### src/ocsd_defs.svh
/*
  Register offsets, field positions, reset values and codes for the
  output channel sync and divider block.
  Assumes inclusion by bare name from the design files and the bench.
*/
`ifndef OCSD_DEFS_SVH
`define OCSD_DEFS_SVH

// Register indices; the bus byte address is four times the index
`define OCSD_IDX_PRESCALER_CTRL 12'h433
`define OCSD_IDX_SYNC_SETTINGS 12'h435
`define OCSD_IDX_SYNC_MASK 12'h436
`define OCSD_IDX_CHA_MODE 12'h437
`define OCSD_IDX_CHA_DIV_LOW 12'h438
`define OCSD_IDX_CHA_DIV_HIGH 12'h439
`define OCSD_IDX_CHA_PHASE 12'h43A
`define OCSD_IDX_STATUS 12'h43F

// Field positions
`define OCSD_BIT_PRESCALER_RESET 1
`define OCSD_BIT_SYNC_SOURCE 2
`define OCSD_BIT_OVERRIDE 2
`define OCSD_BIT_MASK_B 1
`define OCSD_BIT_MASK_A 0
`define OCSD_BIT_INVERT 0

// Codes and reset values
`define OCSD_MODE_POWER_DOWN 2'h3
`define OCSD_RESET_AUTO 2'h0
`define OCSD_RESET_MODE 2'h0
`define OCSD_RESET_DIV 10'h000
`define OCSD_RESET_PHASE 6'h00

`endif

### src/ocsd_pkg.sv
/*
  Types shared by the output channel sync and divider block.
  Assumes ocsd_defs.svh is on the include path.
*/
package ocsd_pkg;
  // Per-channel configuration as software sets it
  typedef struct packed {
    logic [1:0] mode;
    logic invert;
    logic [9:0] div;
    logic [5:0] phase;
    logic mask;
  } ocsd_chan_cfg_t;

  // Automatic sync trigger selection
  typedef enum logic [1:0] {
    OCSD_AUTO_OFF = 2'h0,
    OCSD_AUTO_FREQ = 2'h1,
    OCSD_AUTO_PHASE = 2'h2,
    OCSD_AUTO_RSVD = 2'h3
  } ocsd_auto_t;

  // Sync issue sequencer
  typedef enum logic [1:0] {
    OCSD_IDLE,
    OCSD_WAIT_REF,
    OCSD_PULSE
  } ocsd_sync_state_t;
endpackage : ocsd_pkg

### src/ocsd_chan_div.sv
/*
  One output channel: divide-by-N+1 counter with half-period initial
  phase, static sync hold, sync mask, polarity and drive-level control.
  Assumes half_tick marks one half period of the prescaler output clock.
*/
`timescale 1ns/100ps
`default_nettype none
`include "ocsd_defs.svh"
module ocsd_chan_div
  import ocsd_pkg::*;
(
  // Clock and reset
  input wire logic core_clk,
  input wire logic reset,
  // Control
  input wire logic half_tick,
  input wire logic sync_pulse,
  input wire ocsd_chan_cfg_t cfg,
  // Channel outputs
  output logic clk_out,
  output logic [1:0] drive,
  output logic oe_n,
  output logic in_static
);
  logic static_q;
  logic pulse_d;
  logic level;
  logic [9:0] cnt;
  logic [5:0] phase_left;
  logic hold;
  logic power_down;

  // Mask acts at once on the hold, not through the sync state
  assign hold = static_q & ~cfg.mask;
  assign power_down = (cfg.mode == `OCSD_MODE_POWER_DOWN);

  // Static sync state: entered on unmasked sync, left after pulse ends
  always_ff @(posedge core_clk or posedge reset) begin
    if (reset) begin
      static_q <= 1'b1;
      pulse_d <= 1'b0;
    end else begin
      pulse_d <= sync_pulse & ~cfg.mask;
      if (sync_pulse && !cfg.mask) begin
        static_q <= 1'b1;
      end else if (pulse_d) begin
        static_q <= 1'b0;
      end
    end
  end

  // Counter: phase delay first, then toggle every div+1 half periods
  always_ff @(posedge core_clk or posedge reset) begin
    if (reset) begin
      cnt <= 10'h000;
      level <= 1'b0;
      phase_left <= 6'h00;
    end else if (hold) begin
      cnt <= 10'h000;
      level <= 1'b0;
      phase_left <= cfg.phase;
    end else if (half_tick) begin
      if (phase_left != 6'h00) begin
        phase_left <= phase_left - 6'h01;
      end else if (cnt == cfg.div) begin
        cnt <= 10'h000;
        level <= ~level;
      end else begin
        cnt <= cnt + 10'h001;
      end
    end
  end

  // Output stage; power-down tristates, mask never enables drivers
  always_ff @(posedge core_clk or posedge reset) begin
    if (reset) begin
      clk_out <= 1'b0;
      drive <= `OCSD_RESET_MODE;
      oe_n <= 1'b0;
      in_static <= 1'b1;
    end else begin
      clk_out <= power_down ? 1'b0 : (level ^ cfg.invert);
      drive <= cfg.mode;
      oe_n <= power_down;
      in_static <= hold;
    end
  end

  chk_hold_static: assert property (@(posedge core_clk) disable iff (reset)
    hold |=> (level == 1'b0) && (cnt == 10'h000))
    else $error("divider not static while held");

  chk_mask_ignores_sync: assert property (@(posedge core_clk) disable iff (reset)
    (cfg.mask && sync_pulse && !pulse_d) |=> $stable(static_q))
    else $error("masked channel reacted to sync");

  chk_divide_toggle: assert property (@(posedge core_clk) disable iff (reset)
    (!hold && half_tick && phase_left == 6'h00 && cnt == cfg.div) |=> level != $past(level))
    else $error("divider missed its toggle");

  chk_phase_delay: assert property (@(posedge core_clk) disable iff (reset)
    (!hold && half_tick && phase_left != 6'h00) |=> $stable(level) && cnt == 10'h000)
    else $error("divider moved during phase delay");

  chk_power_down: assert property (@(posedge core_clk) disable iff (reset)
    power_down |=> oe_n && !clk_out)
    else $error("powered-down channel still drives");

  chk_polarity: assert property (@(posedge core_clk) disable iff (reset)
    (!power_down && $stable(cfg.invert)) |=> clk_out == ($past(level) ^ $past(cfg.invert)))
    else $error("channel polarity wrong");
endmodule : ocsd_chan_div
`default_nettype wire

### src/ocsd_top.sv
/*
  Output channel sync and divider control: register slave, automatic
  sync trigger, analog-loop gating, reference alignment, two channels.
  Assumes lock, calibration, reference-edge and prescaler-tick inputs are
  synchronous to core_clk and an Avalon-MM master with waitrequest.
*/
// The Avalon-MM register port was chosen for this implementation.
// Overview of operation
// - Two-bit auto sync: off, freq, phase, reserved
// - Unmasked: sync armed after analog calibration and lock
// - Override set: ignore analog lock, auto sync rules
// - Channel B mask releases divider, ignores sync
// - Channel A mask releases divider, ignores sync
// - Mode selects 14/21/28 mA or power down
// - Invert bit flips channel clock polarity
// - Divide ratio is ten-bit value plus one
// - Divider low byte, high two bits next register
// - Six-bit initial phase in half periods
// - Reset clears sync, masks, mode, divider, phase
// - Source bit: direct or next reference edge
// - Dividers run from prescaler; reset bit holds it
`timescale 1ns/100ps
`default_nettype none
`include "ocsd_defs.svh"
module ocsd_top
  import ocsd_pkg::*;
(
  // Clock and reset
  input wire logic core_clk,
  input wire logic reset,
  // Avalon-MM slave, byte addressed
  input wire logic [13:0] address,
  input wire logic read,
  input wire logic write,
  input wire logic [31:0] writedata,
  output logic [31:0] readdata,
  output logic waitrequest,
  // Loop status
  input wire logic digital_loop_freq_lock,
  input wire logic digital_loop_phase_lock,
  input wire logic analog_loop_calibrated,
  input wire logic analog_loop_locked,
  input wire logic active_ref_edge,
  // Prescaler
  input wire logic prescaler_tick,
  output logic output_prescaler_reset,
  // Channel A
  output logic channel_a_output,
  output logic [1:0] channel_a_drive,
  output logic channel_a_oe_n,
  // Channel B
  output logic channel_b_output,
  output logic [1:0] channel_b_drive,
  output logic channel_b_oe_n,
  // Sync indication
  output logic sync_active
);
  // Software state
  ocsd_auto_t auto_mode;
  logic sync_source_ref;
  logic analog_lock_sync_override;
  logic channel_a_sync_mask;
  logic channel_b_sync_mask;
  logic prescaler_reset;
  ocsd_chan_cfg_t cfg_a;
  ocsd_chan_cfg_t cfg_b;
  // Sync path
  ocsd_sync_state_t state;
  logic armed;
  logic cond_prev;
  logic sync_cond;
  logic trigger;
  logic half_tick;
  logic static_a;
  logic static_b;
  // Bus decode
  logic [11:0] idx;
  logic access_go;
  logic wr_go;
  logic [7:0] next_rdata;

  // Register index from a byte address
  function automatic logic [11:0] ocsd_index(input logic [13:0] addr);
    ocsd_index = addr[13:2];
  endfunction : ocsd_index

  assign idx = ocsd_index(address);
  assign access_go = (read | write) & waitrequest;
  assign wr_go = write & ~waitrequest;

  // One wait state, then a single accept cycle per request
  always_ff @(posedge core_clk or posedge reset) begin
    if (reset) begin
      waitrequest <= 1'b1;
    end else begin
      waitrequest <= ~access_go;
    end
  end

  // Register writes; unmapped indices are ignored
  always_ff @(posedge core_clk or posedge reset) begin
    if (reset) begin
      auto_mode <= OCSD_AUTO_OFF;
      sync_source_ref <= 1'b0;
      analog_lock_sync_override <= 1'b0;
      cfg_a.mask <= 1'b0;
      channel_b_sync_mask <= 1'b0;
      prescaler_reset <= 1'b0;
      cfg_a.mode <= `OCSD_RESET_MODE;
      cfg_a.invert <= 1'b0;
      cfg_a.div <= `OCSD_RESET_DIV;
      cfg_a.phase <= `OCSD_RESET_PHASE;
    end else if (wr_go) begin
      case (idx)
        `OCSD_IDX_PRESCALER_CTRL: begin
          prescaler_reset <= writedata[`OCSD_BIT_PRESCALER_RESET];
        end
        `OCSD_IDX_SYNC_SETTINGS: begin
          auto_mode <= ocsd_auto_t'(writedata[1:0]);
          sync_source_ref <= writedata[`OCSD_BIT_SYNC_SOURCE];
        end
        `OCSD_IDX_SYNC_MASK: begin
          analog_lock_sync_override <= writedata[`OCSD_BIT_OVERRIDE];
          channel_b_sync_mask <= writedata[`OCSD_BIT_MASK_B];
          cfg_a.mask <= writedata[`OCSD_BIT_MASK_A];
        end
        `OCSD_IDX_CHA_MODE: begin
          cfg_a.mode <= writedata[2:1];
          cfg_a.invert <= writedata[`OCSD_BIT_INVERT];
        end
        `OCSD_IDX_CHA_DIV_LOW: begin
          cfg_a.div[7:0] <= writedata[7:0];
        end
        `OCSD_IDX_CHA_DIV_HIGH: begin
          cfg_a.div[9:8] <= writedata[1:0];
        end
        `OCSD_IDX_CHA_PHASE: begin
          cfg_a.phase <= writedata[5:0];
        end
        default: begin
        end
      endcase
    end
  end

  // Read mux; reserved bits and unmapped indices read zero
  always_comb begin
    next_rdata = 8'h00;
    case (idx)
      `OCSD_IDX_PRESCALER_CTRL: next_rdata = {6'h00, prescaler_reset, 1'b0};
      `OCSD_IDX_SYNC_SETTINGS: next_rdata = {5'h00, sync_source_ref, auto_mode};
      `OCSD_IDX_SYNC_MASK: begin
        next_rdata = {5'h00, analog_lock_sync_override, channel_b_sync_mask, channel_a_sync_mask};
      end
      `OCSD_IDX_CHA_MODE: next_rdata = {5'h00, cfg_a.mode, cfg_a.invert};
      `OCSD_IDX_CHA_DIV_LOW: next_rdata = cfg_a.div[7:0];
      `OCSD_IDX_CHA_DIV_HIGH: next_rdata = {6'h00, cfg_a.div[9:8]};
      `OCSD_IDX_CHA_PHASE: next_rdata = {2'h0, cfg_a.phase};
      `OCSD_IDX_STATUS: next_rdata = {4'h0, static_b, static_a, (state != OCSD_IDLE), armed};
      default: next_rdata = 8'h00;
    endcase
  end

  // Read data ready at the accept edge
  always_ff @(posedge core_clk or posedge reset) begin
    if (reset) begin
      readdata <= 32'h00000000;
    end else if (access_go && read) begin
      readdata <= {24'h000000, next_rdata};
    end
  end

  // Channel B keeps its default setup; only its mask is programmable
  always_comb begin
    cfg_b.mode = `OCSD_RESET_MODE;
    cfg_b.invert = 1'b0;
    cfg_b.div = `OCSD_RESET_DIV;
    cfg_b.phase = `OCSD_RESET_PHASE;
    cfg_b.mask = channel_b_sync_mask;
  end

  // Channel A mask lives in its config word; one process owns cfg_a
  assign channel_a_sync_mask = cfg_a.mask;

  // Arming follows analog loop state unless the override is set
  always_ff @(posedge core_clk or posedge reset) begin
    if (reset) begin
      armed <= 1'b0;
    end else begin
      armed <= analog_lock_sync_override |
        (analog_loop_calibrated & analog_loop_locked);
    end
  end

  // Lock condition picked by the automatic sync field
  always_comb begin
    case (auto_mode)
      OCSD_AUTO_FREQ: sync_cond = digital_loop_freq_lock;
      OCSD_AUTO_PHASE: sync_cond = digital_loop_phase_lock;
      default: sync_cond = 1'b0;
    endcase
  end

  // A rising armed condition is one trigger; a lock held at arming counts
  assign trigger = armed & sync_cond & ~cond_prev;

  always_ff @(posedge core_clk or posedge reset) begin
    if (reset) begin
      cond_prev <= 1'b0;
    end else begin
      cond_prev <= armed & sync_cond;
    end
  end

  // Sync sequencer: direct fires at once, reference mode waits an edge
  always_ff @(posedge core_clk or posedge reset) begin
    if (reset) begin
      state <= OCSD_IDLE;
    end else begin
      case (state)
        OCSD_IDLE: begin
          if (trigger) begin
            state <= sync_source_ref ? OCSD_WAIT_REF : OCSD_PULSE;
          end
        end
        OCSD_WAIT_REF: begin
          if (!armed) begin
            state <= OCSD_IDLE; // Loss of arming drops a waiting sync
          end else if (active_ref_edge) begin
            state <= OCSD_PULSE;
          end
        end
        OCSD_PULSE: state <= OCSD_IDLE;
        default: state <= OCSD_IDLE;
      endcase
    end
  end

  // Prescaler held while its reset bit is set; dividers see no ticks
  assign half_tick = prescaler_tick & ~prescaler_reset;

  always_ff @(posedge core_clk or posedge reset) begin
    if (reset) begin
      output_prescaler_reset <= 1'b0;
      sync_active <= 1'b0;
    end else begin
      output_prescaler_reset <= prescaler_reset;
      sync_active <= (state == OCSD_PULSE);
    end
  end

  // Channel A divider
  ocsd_chan_div u_chan_a (
    .core_clk(core_clk),
    .reset(reset),
    .half_tick(half_tick),
    .sync_pulse(state == OCSD_PULSE),
    .cfg(cfg_a),
    .clk_out(channel_a_output),
    .drive(channel_a_drive),
    .oe_n(channel_a_oe_n),
    .in_static(static_a)
  );

  // Channel B divider
  ocsd_chan_div u_chan_b (
    .core_clk(core_clk),
    .reset(reset),
    .half_tick(half_tick),
    .sync_pulse(state == OCSD_PULSE),
    .cfg(cfg_b),
    .clk_out(channel_b_output),
    .drive(channel_b_drive),
    .oe_n(channel_b_oe_n),
    .in_static(static_b)
  );

  chk_auto_off_quiet: assert property (@(posedge core_clk) disable iff (reset)
    (auto_mode == OCSD_AUTO_OFF || auto_mode == OCSD_AUTO_RSVD) |-> !trigger)
    else $error("sync triggered with automatic sync off");

  chk_analog_gate: assert property (@(posedge core_clk) disable iff (reset)
    (!analog_lock_sync_override && !(analog_loop_calibrated && analog_loop_locked)) |=> !armed)
    else $error("sync armed before analog loop lock");

  chk_override_arms: assert property (@(posedge core_clk) disable iff (reset)
    analog_lock_sync_override |=> armed)
    else $error("override did not arm sync");

  chk_direct_sync: assert property (@(posedge core_clk) disable iff (reset)
    (state == OCSD_IDLE && trigger && !sync_source_ref) |=> state == OCSD_PULSE ##1 sync_active)
    else $error("direct sync not issued next cycle");

  chk_ref_wait: assert property (@(posedge core_clk) disable iff (reset)
    (state == OCSD_WAIT_REF && !active_ref_edge) |=> state != OCSD_PULSE)
    else $error("reference sync fired without edge");

  chk_prescaler_hold: assert property (@(posedge core_clk) disable iff (reset)
    (prescaler_reset && $past(prescaler_reset) && !static_a && $stable(cfg_a)) |=> $stable(channel_a_output))
    else $error("channel A moved while prescaler held");

  chk_mask_b_release: assert property (@(posedge core_clk) disable iff (reset)
    channel_b_sync_mask |=> !static_b)
    else $error("masked channel B still static");

  chk_write_stores: assert property (@(posedge core_clk) disable iff (reset)
    (wr_go && idx == `OCSD_IDX_CHA_DIV_HIGH) |=> cfg_a.div[9:8] == $past(writedata[1:0]))
    else $error("divider high bits not stored");
endmodule : ocsd_top
`default_nettype wire

### config.mk
export PLATFORM = sky130hd
export DESIGN_NAME = ocsd_top
export DESIGN_NICKNAME = d
export VERILOG_FILES = /design/src/ocsd_pkg.sv /design/src/ocsd_chan_div.sv /design/src/ocsd_top.sv
export VERILOG_INCLUDE_DIRS = /design/src
export SDC_FILE = /design/constraint.sdc
export NUM_CORES = 1
export LEC_CHECK = 0
export ABC_AREA = 1
export BUFFER_PORTS_ARGS = -buffer_cell sky130_fd_sc_hd__buf_4
export CORE_MARGIN = 4
export CORE_UTILIZATION = 55
export DETAILED_ROUTE_END_ITERATION = 10
export GPL_TIMING_DRIVEN = 0
export PLACE_DENSITY = 0.84
export SLEW_MARGIN = 20
export SYNTH_ARGS = -nofsm -noshare
export SYNTH_HDL_FRONTEND = slang
export SYNTH_SLANG_ARGS = --single-unit
### constraint.sdc
create_clock -name core_clk -period 3.62 [get_ports core_clk]
set_input_delay 1.086 -clock core_clk [delete_from_list [all_inputs] [get_ports core_clk]]
set_output_delay 1.086 -clock core_clk [all_outputs]
set_load 0.02 [all_outputs]
==> results.cfg, run 1 <==
[detailed_routing]
wire_per_inst_um = 13.05
antenna_left = 0
drt_iter0_drc = 232
viasPerCell = 5.181
vias = 4269
first_pass_iters = 5
routed_wl_mm = 10.75
post-route-drc-count = 0

[die]
design.die.area_sq_um = 10270
fp-row-count = 33
die_y_um = 101.3
start_util = 0.5746
ios = 99
coreArea_sq_um = 8341
die_x_um = 101.3

[final_layout]
final_cell_mix = nand2_1, inv_1, dfrtp_1, buf_4, nor2_1
synthToLayoutAreaGrowth_pct = 16.71
diodes = 0
final_common_cell = nand2_1
final_layout_size_suffix_gt1_frac = 0.1669
nFillCells = 691
nets = 779
finalNonFillerCells = 824

[critical_path]
startpoint_type = flip-flop
endpoint_kind = primary output
crit_chain = buf_4
crit_slowest_cell = dfstp_2
arrival_ps = 1050
max_stage_delay_ps = 560
crit_family = flip-flops
path_buf_inv = 1
cp.required_ps = 2530
worstSetupPathType = reg2out
crit_fanout = 4

[logic_synthesis]
synth_area_sq_um = 4792
post_synth.cell_area_avg_sq_um = 7.594
synth_edf_count = 0
synth.distinct_cells = 37
synthFlopType = dfrtp_1
ys_seq_area_frac = 0.4504
async_flop_share = 1.000
syn_inst = 631
ys_warn_count = 0
yosys_register_bits = 86

[timing]
max_freq_mhz = 468.1
drv_slew = 0
post-route-min-period_ps = 2136
relSlewSlack = 0.6502
timing.final.crit_share = 0.5901
skew_ps = 14.29
finalSetupViolCount = 0
rsz0062_at_grt = no
hold_viol = 0
worstMarginPinSlew_ps = 524.7
tns_ps = 0

[pwr]
ir_drop_mv = 0.2437
p_comb_frac = 0.318
power_density_nw_per_um2 = 495.9
switching_share = 0.3817
internal_power_mw = 1.715
clock_power_share = 0.256
power_frac_seq = 0.426
p_sw_mw = 1.059
p_leak_nw = 3.019

[clock_tree]
clk_latency_ps = 360
clkTransAtPathRegs_ps = 90
post_cts_buffers = 0
cts.path.max_buffers = 2
cts_num_sinks = 86
cts_tree = yes
ctsResizeCount = 0
h-tree-depth = 3
cts_made_buffers = 9
cts_root_buffer = clkbuf_8
postCtsHoldBufs = 0

[job]
cap_violations = 0

[global_routing]
overflow = 0
grt_pass1_vias = 4091
grt_usage = 0.2287
grt_pass1_wl_mm = 18.82
grt_max_degree = 57
grt_antenna_before_repair = 0

[outcome]
outcome = finished clean

[placed_design]
io_buffers = 45
dp.cells = 808
gp_congestion = 0.9141
dpl.hpwl_mm = 8.170

[worst_hold_path]
hold_class = reg2reg
==> final cells by class <==
type | instances | area [sq um] | area share
Clock inverter | 7 | 80.08 | 0.01432
Clock buffer | 9 | 123.9 | 0.02215
Tap cell | 105 | 131.4 | 0.02349
Multi-Input combinational cell | 447 | 2147 | 0.3839
Sequential cell | 86 | 2158 | 0.3859
Timing Repair Buffer | 46 | 365.4 | 0.06532
Buffer | 37 | 257.7 | 0.04609
Inverter | 87 | 329.1 | 0.05884
==> power by group through the flow <==
stage / clock network (mW) / registers (mW) / logic, mW
after floorplan: 0 / 1.19 / 0.645
after global placement: 0 / 1.19 / 0.833
after detailed placement: 0 / 1.20 / 0.874
after CTS: 0.716 / 1.18 / 0.881
after global routing: 0.767 / 1.20 / 1.00
final: 0.709 / 1.18 / 0.882
==> synthesized netlist by cell type (6+ instances only) <==
| cell | instances | share of area |
|---|---|---|
| xor2_1 | 7 | 0.013 |
| nor2_1 | 57 | 0.045 |
| nand4_1 | 23 | 0.030 |
| o21ai_1 | 6 | 0.0063 |
| buf_4 | 28 | 0.044 |
| o21ai_0 | 40 | 0.042 |
| inv_1 | 85 | 0.067 |
| nand3_1 | 47 | 0.049 |
| nor3_1 | 7 | 0.0073 |
| dfrtp_1 | 81 | 0.42 |
| nand2_1 | 187 | 0.15 |
| ha_1 | 9 | 0.023 |
==> registers in the layout (all words and copies together) (netlist names), 2 cells and up <==
| signal | cells |
|---|---|
| readdata | 8 |
| u_chan_a.cnt | 10 |
| state | 2 |
| u_chan_a.drive | 2 |
| cfg_a | 19 |
| u_chan_a.phase_left | 6 |
| u_chan_b.phase_left | 6 |
| u_chan_b.cnt | 10 |
| auto_mode | 2 |
==> final timing paths <==
| check | startpoint | end | slack (ps) | depth (start not counted) |
|---|---|---|---|---|
| worst max-delay path | waitrequest | waitrequest | 1480 | 1 |
| worst min-delay path | u_chan_b.pulse_d | u_chan_b.static_q | 380 | 1 |
| worst max register to register | u_chan_a.phase_left[0] | u_chan_a.cnt[5] | 1780 | 10 |
| worst min register to register | u_chan_b.pulse_d | u_chan_b.static_q | 380 | 1 |
| max in group asynchronous | reset | waitrequest | 2240 | 3 |
| min in group asynchronous | reset | u_chan_b.phase_left[3] | 730 | 2 |
==> routing by layer <==
layer,part of all wire,track usage,vias up,wire length [um]
met1,0.43,0.3047,1995,4671
li1,-,-,2114,-
met3,0.070,0.04752,9,754
met4,0.010,0.06748,0,109
met5,0,0,-,0
met2,0.49,0.3788,151,5217
==> kinds of logic after synthesis <==
family,share of synthesized area
other cells,0.0007825
xor+xnor,0.01828
compound gates,0.08146
buf+inv,0.1219
flops,0.4504
fa+ha+maj,0.02350
simple gates,0.3037
==> metrics by stage <==
stage	power (mW)	area [sq um]	hold WS (ps)	setup WS, ps	util
2_1_floorplan	1.833	4890	361.4	320.4	-
5_1_grt	2.967	5593	394.9	1417	0.6706
4_1_cts	2.779	5593	387.0	1472	0.6706
3_3_place_gp	2.028	5359	366.8	-653.4	0.6425
3_5_place_dp	2.073	5389	373.0	1195	0.6461
6_report	2.773	5593	384.2	1484	0.6706
(Power assumes the default switching activity.)
==> run 2, diff against run 1 <==
- ABC_AREA: 1 -> 0
- clock period: 3.62 -> 2 ns (I/O delays scaled with it)
==> results.cfg, run 2 <==
[outcome]
outcome = complete, but fails checks
violations = setup timing

[placed_design]
place_area_sq_um = 5278
dp.cells = 624
preCtsSetupSlack_ps = -423.3
gp_congestion = 0.9151
dpl.hpwl_mm = 7.551
io_buffers = 44

[final_layout]
utilization = 0.6888
final_layout_size_suffix_gt1_frac = 0.3194
diodes = 0
finalNonFillerCells = 656
nFillCells = 582
synthToLayoutAreaGrowth_pct = 21.68
nets = 611
largest_reg_flops = 19
final_common_cell = buf_4
final_cell_mix = buf_4, dfrtp_1, nand2_1, nor2_1, conb_1
top_register = cfg_a
reg.largest.list = cfg_a: 19 flops, u_chan_a.cnt: 10 flops, u_chan_b.cnt: 10 flops
fin_area_sq_um = 5688

[logic_synthesis]
syn_inst = 447
synth_compound_area_frac = 0.1186
synthMuxAreaShare = 0.09127
yosys_register_bits = 86
synth_xor_xnor_area_share = 0.03560
post_synth.cell_area_avg_sq_um = 10.46
synth_top_family_by_area = simple AND/OR/NAND/NOR gates
synth_area_sq_um = 4674
ys_seq_area_frac = 0.4617
synthFlopType = dfrtp_1
synthSimpleGateAreaFrac = 0.1919
synth.most_common_cell = dfrtp_1
yosys.area.top_type = dfrtp_1
ys_warn_count = 0
synth.distinct_cells = 61
synthAdderAreaFrac = 0.02409
synthTopCellsByArea = dfrtp_1, mux2_2, buf_4
synthTopCellsByCount = dfrtp_1, nand2_1, buf_4, nor2_1, o21ai_0
async_flop_share = 1.000
yosysTopAreaCellShare = 0.4336
synth_edf_count = 0

[job]
cap_violations = 0

[die]
coreArea_sq_um = 8258
die_y_um = 100.2
die_x_um = 100.2
fp-row-count = 33
ios = 99
start_util = 0.5661
design.die.area_sq_um = 10040

[timing]
rsz0062_at_grt = yes
post-route-min-period_ps = 2009
relSlewSlack = 0.4533
skew_ps = 13.27
fin_ws_ps = -9.048
max_freq_mhz = 497.7
tns_ps = -16.69
hold_viol = 0
worstMarginPinSlew_ps = 813.7
drv_slew = 0
timing.final.crit_share = 1.005
finalSetupViolCount = 2
holdWs_ps = 357.0

[detailed_routing]
first_pass_iters = 5
antenna_left = 0
viasPerCell = 5.677
wire_per_inst_um = 16.74
routed_wl_mm = 10.98
post-route-drc-count = 0
vias = 3724
drt_iter0_drc = 194

[critical_path]
reg2reg_to = u_chan_b.cnt[9]
reg2reg_from = u_chan_b.phase_left[0]
r2r_cells = 8
arrival_ps = 2290
r2r_slack_ps = -9
startpoint_type = flip-flop
worstSetupPathType = reg2reg
cp.required_ps = 2280
endpoint_kind = flip-flop
crit_fanout = 5

[clock_tree]
cts_made_buffers = 9
cts.path.max_buffers = 2
cts_tree = yes
cts_root_buffer = clkbuf_8
h-tree-depth = 3
postCtsHoldBufs = 0
clk_latency_ps = 360
cts_num_sinks = 86
clkTransAtPathRegs_ps = 90

[global_routing]
grt_pass1_vias = 3715
grt_pass1_wl_mm = 17.74
grt_usage = 0.2233
grt_antenna_before_repair = 0
grt_max_degree = 34
overflow = 0

[worst_hold_path]
hold_class = in2async

[pwr]
power_density_nw_per_um2 = 850.1
p_leak_nw = 2.695
p_total_mw = 4.835
ir_drop_mv = 0.6699
## run 2: cell types whose count changed after synthesis, moves of 8 or more
cell	delta
nor4_1	+9
nor3_1	+10
mux2_4	+8
nand4_1	-15
o21ai_0	-17
mux2_2	+21
inv_1	-68
and3_1	+12
nand2_1	-158
nand3_1	-41
xnor2_1	+11
nand2b_1	+11
nor2_1	-29
## run 2: worst max-delay path, cell delays in order (launching register included)
cell      delay (ps)
dfrtp_1          410
inv_2            100
ha_4             130
or4b_4           490
o31ai_4          300
buf_6            170
buf_6             90
nand3b_1          80
mux2i_1          180
## run 2: area by class of cell
type	instances	area [sq um]	share of cell area
plain buffers	42	287.8	0.05059
clock buffers	12	145.1	0.02552
clock inverters	4	31.28	0.005499
inverters	19	80.08	0.01408
multi-input cells	324	2341	0.4116
flip-flops and latches	86	2158	0.3795
well taps	105	131.4	0.02310
repair buffers	64	513.0	0.09019
## run 2: worst max path at each step
stage | start | cells after the start | slack [ps] | to
after global routing | u_chan_b.phase_left[0] | 11 | -80 | u_chan_b.phase_left[4]
after CTS | u_chan_b.phase_left[0] | 8 | -20 | u_chan_b.cnt[5]
after floorplan | address[11] | 5 | -100 | cfg_a[10]
after detailed placement | address[2] | 5 | -420 | cfg_a[6]
after global placement | address[2] | 5 | -410 | cfg_a[2]
final | u_chan_b.phase_left[0] | 8 | -9 | u_chan_b.cnt[9]
## run 2: kinds of logic (layout without fill, tap and decap cells)
| family | after synthesis | count (layout) |
|---|---|---|
| simple gates | 154 | 154 |
| flops | 86 | 86 |
| compound gates | 79 | 79 |
| buf+inv | 63 | 141 |
| mux | 36 | 36 |
| xor+xnor | 19 | 19 |
| fa+ha+maj | 9 | 9 |
| other cells | 1 | 27 |
## run 2: routing by layer
layer  global-route usage  vias to the layer above  wire length (um)
met5                    0                        -                 0
met4              0.07979                        0               223
met3              0.03892                       20               592
met2               0.3909                      132              5707
met1               0.2774                     1822              4458
li1                     -                     1750                 -
## run 2: power breakdown
group | internal (mW) | total (mW) | switching (mW) | leakage (nW)
Combinational | 0.746 | 1.56 | 0.819 | 1.46
Clock | 0.491 | 1.12 | 0.631 | 0.0792
Sequential | 1.93 | 2.15 | 0.218 | 1.16
Total | 3.17 | 4.84 | 1.67 | 2.70
## run 2: timing repair
item | CTS | global route
pin swaps | 9 | 5
gates resized for setup | 26 | 13
gates cloned | 1 | 0
setup endpoints to repair | 28 | 26
buffers inserted | 17 | 1
==> run 3, diff against run 2 <==
- clock period: 2 -> 2.1 ns (I/O delays scaled with it)
==> results.cfg, run 3 (synthesis results as in run 2) <==
[die]
die_x_um = 100.2
fp-row-count = 33
coreArea_sq_um = 8258
design.die.area_sq_um = 10040
die_y_um = 100.2
ios = 99
start_util = 0.5661

[timing]
post-route-min-period_ps = 2117
tns_ps = -17.70
skew_ps = 10.68
finalSetupViolCount = 2
max_freq_mhz = 472.5
hold_viol = 0
fin_ws_ps = -16.58
relSlewSlack = 0.4825
worstMarginPinSlew_ps = 770.4
drv_slew = 0
rsz0062_at_grt = yes
timing.final.crit_share = 1.008

[critical_path]
crit_family = compound AO/OA/AOI/OAI gates
crit_chain = inv_2 > ha_4 > or4b_4 > buf_6 > o31ai_4 > buf_4 > o21ai_0 > a22o_1
arrival_ps = 2370
max_stage_delay_ps = 450
crit_slowest_cell = or4b_4
cp.required_ps = 2360
worstSetupPathType = reg2reg
crit_fanout = 6
startpoint_type = flip-flop
path_buf_inv = 3
endpoint_kind = flip-flop

[detailed_routing]
drt_iter0_drc = 209
viasPerCell = 5.714
wire_per_inst_um = 16.16
vias = 3697
first_pass_iters = 4
routed_wl_mm = 10.46
antenna_left = 0
post-route-drc-count = 0

[pwr]
internal_power_mw = 2.902
p_comb_frac = 0.294
ir_drop_mv = 0.6430
switching_share = 0.3400
p_sw_mw = 1.495
power_density_nw_per_um2 = 786.5
power_frac_seq = 0.463
p_leak_nw = 2.642
clock_power_share = 0.243

[clock_tree]
cts.path.max_buffers = 2
postCtsHoldBufs = 0
cts_made_buffers = 9
cts_num_sinks = 86
clkTransAtPathRegs_ps = 90
cts_root_buffer = clkbuf_8
h-tree-depth = 3
clk_latency_ps = 360
cts_tree = yes

[outcome]
outcome = complete, but fails checks
violations = setup timing

[final_layout]
final_cell_mix = dfrtp_1, buf_4, nand2_1, nor2_1, conb_1
nets = 602
synthToLayoutAreaGrowth_pct = 19.59
reg.largest.list = cfg_a: 19 flops, u_chan_a.cnt: 10 flops, u_chan_b.cnt: 10 flops
nFillCells = 604
final_layout_size_suffix_gt1_frac = 0.2952
largest_reg_flops = 19
utilization = 0.6770
top_register = cfg_a
diodes = 0
final_common_cell = dfrtp_1

[global_routing]
overflow = 0
grt_antenna_before_repair = 0
grt_max_degree = 34
grt_pass1_vias = 3566
grt_pass1_wl_mm = 16.60
grt_usage = 0.2083

[worst_hold_path]
hold_class = in2async

[placed_design]
dpl.hpwl_mm = 7.551
gp_congestion = 0.9151
io_buffers = 44

[job]
cap_violations = 0
## run 3: changes by cell type in the layout (fill, tap and decap cells not counted), sizes merged
| cell | previous run | this run |
|---|---|---|
| clkinv | 1 | 0 |
| clkbuf | 23 | 22 |
| buf | 95 | 87 |
| clkinvlp | 5 | 6 |
## run 3: per-stage QoR
step | total power [mW] | setup slack, ps | cells | hold WS [ps] | instance area, sq um
2_1_floorplan | 2.847 | -27.74 | 473 | 374.8 | 4776
5_1_grt | 4.647 | -68.95 | 647 | 414.6 | 5590
3_5_place_dp | 3.167 | -353.3 | 624 | 390.2 | 5278
3_3_place_gp | 3.074 | -339.1 | 622 | 376.5 | 5238
4_1_cts | 4.246 | 2.404 | 641 | 401.7 | 5475
6_report | 4.397 | -16.58 | 647 | 391.0 | 5590
## run 3: power groups by stage
stage	sequential, mW	clock, mW	combinational (mW)
final	2.03	1.07	1.29
after global routing	2.06	1.16	1.42
after CTS	2.03	1.08	1.14
after detailed placement	2.05	0	1.11
after global placement	2.04	0	1.03
after floorplan	2.03	0	0.821
## run 3: path summary, 6_finish.rpt
kind | start | end | slack, ps | cells past startpoint
worst max-delay path | u_chan_b.phase_left[1] | u_chan_b.cnt[7] | -20 | 8
worst min-delay path | reset | u_chan_b.phase_left[5] | 390 | 2
worst max register to register | u_chan_b.phase_left[1] | u_chan_b.cnt[7] | -20 | 8
worst min register to register | u_chan_b.pulse_d | u_chan_b.static_q | 400 | 1
max in group asynchronous | reset | u_chan_b.in_static | 1070 | 3
min in group core_clk | u_chan_b.pulse_d | u_chan_b.static_q | 400 | 1
## run 3: metal layers
metal	global-route usage	part of all wire	wire, um
met1	0.2625	0.41	4308
met2	0.3603	0.52	5430
met3	0.03475	0.049	510
met4	0.07668	0.020	209
met5	0	0	0
## run 3: worst reg2reg max path, cell delays in order (launching register included)
cell	delay, ps
dfrtp_1	400
inv_2	100
ha_4	130
or4b_4	450
buf_6	150
o31ai_4	290
buf_4	190
o21ai_0	80
a22o_1	230
## run 3: what timing repair did
item | CTS | global route
gates cloned | 0 | 1
resized for setup | 5 | 21
setup buffers | 1 | 6
pin swaps | 0 | 5
endpoints found under the setup margin | 15 | 22
## run 3: cell type report
class	count	area (sq um)	share of cell area
clock inverter	4	31.28	0.005595
timing repair buffer	54	434.2	0.07766
tap	105	131.4	0.02350
clock buffer	12	145.1	0.02596
inverter	19	82.58	0.01477
multi-input combinational	324	2307	0.4127
buffer	43	300.3	0.05372
sequential	86	2158	0.3861
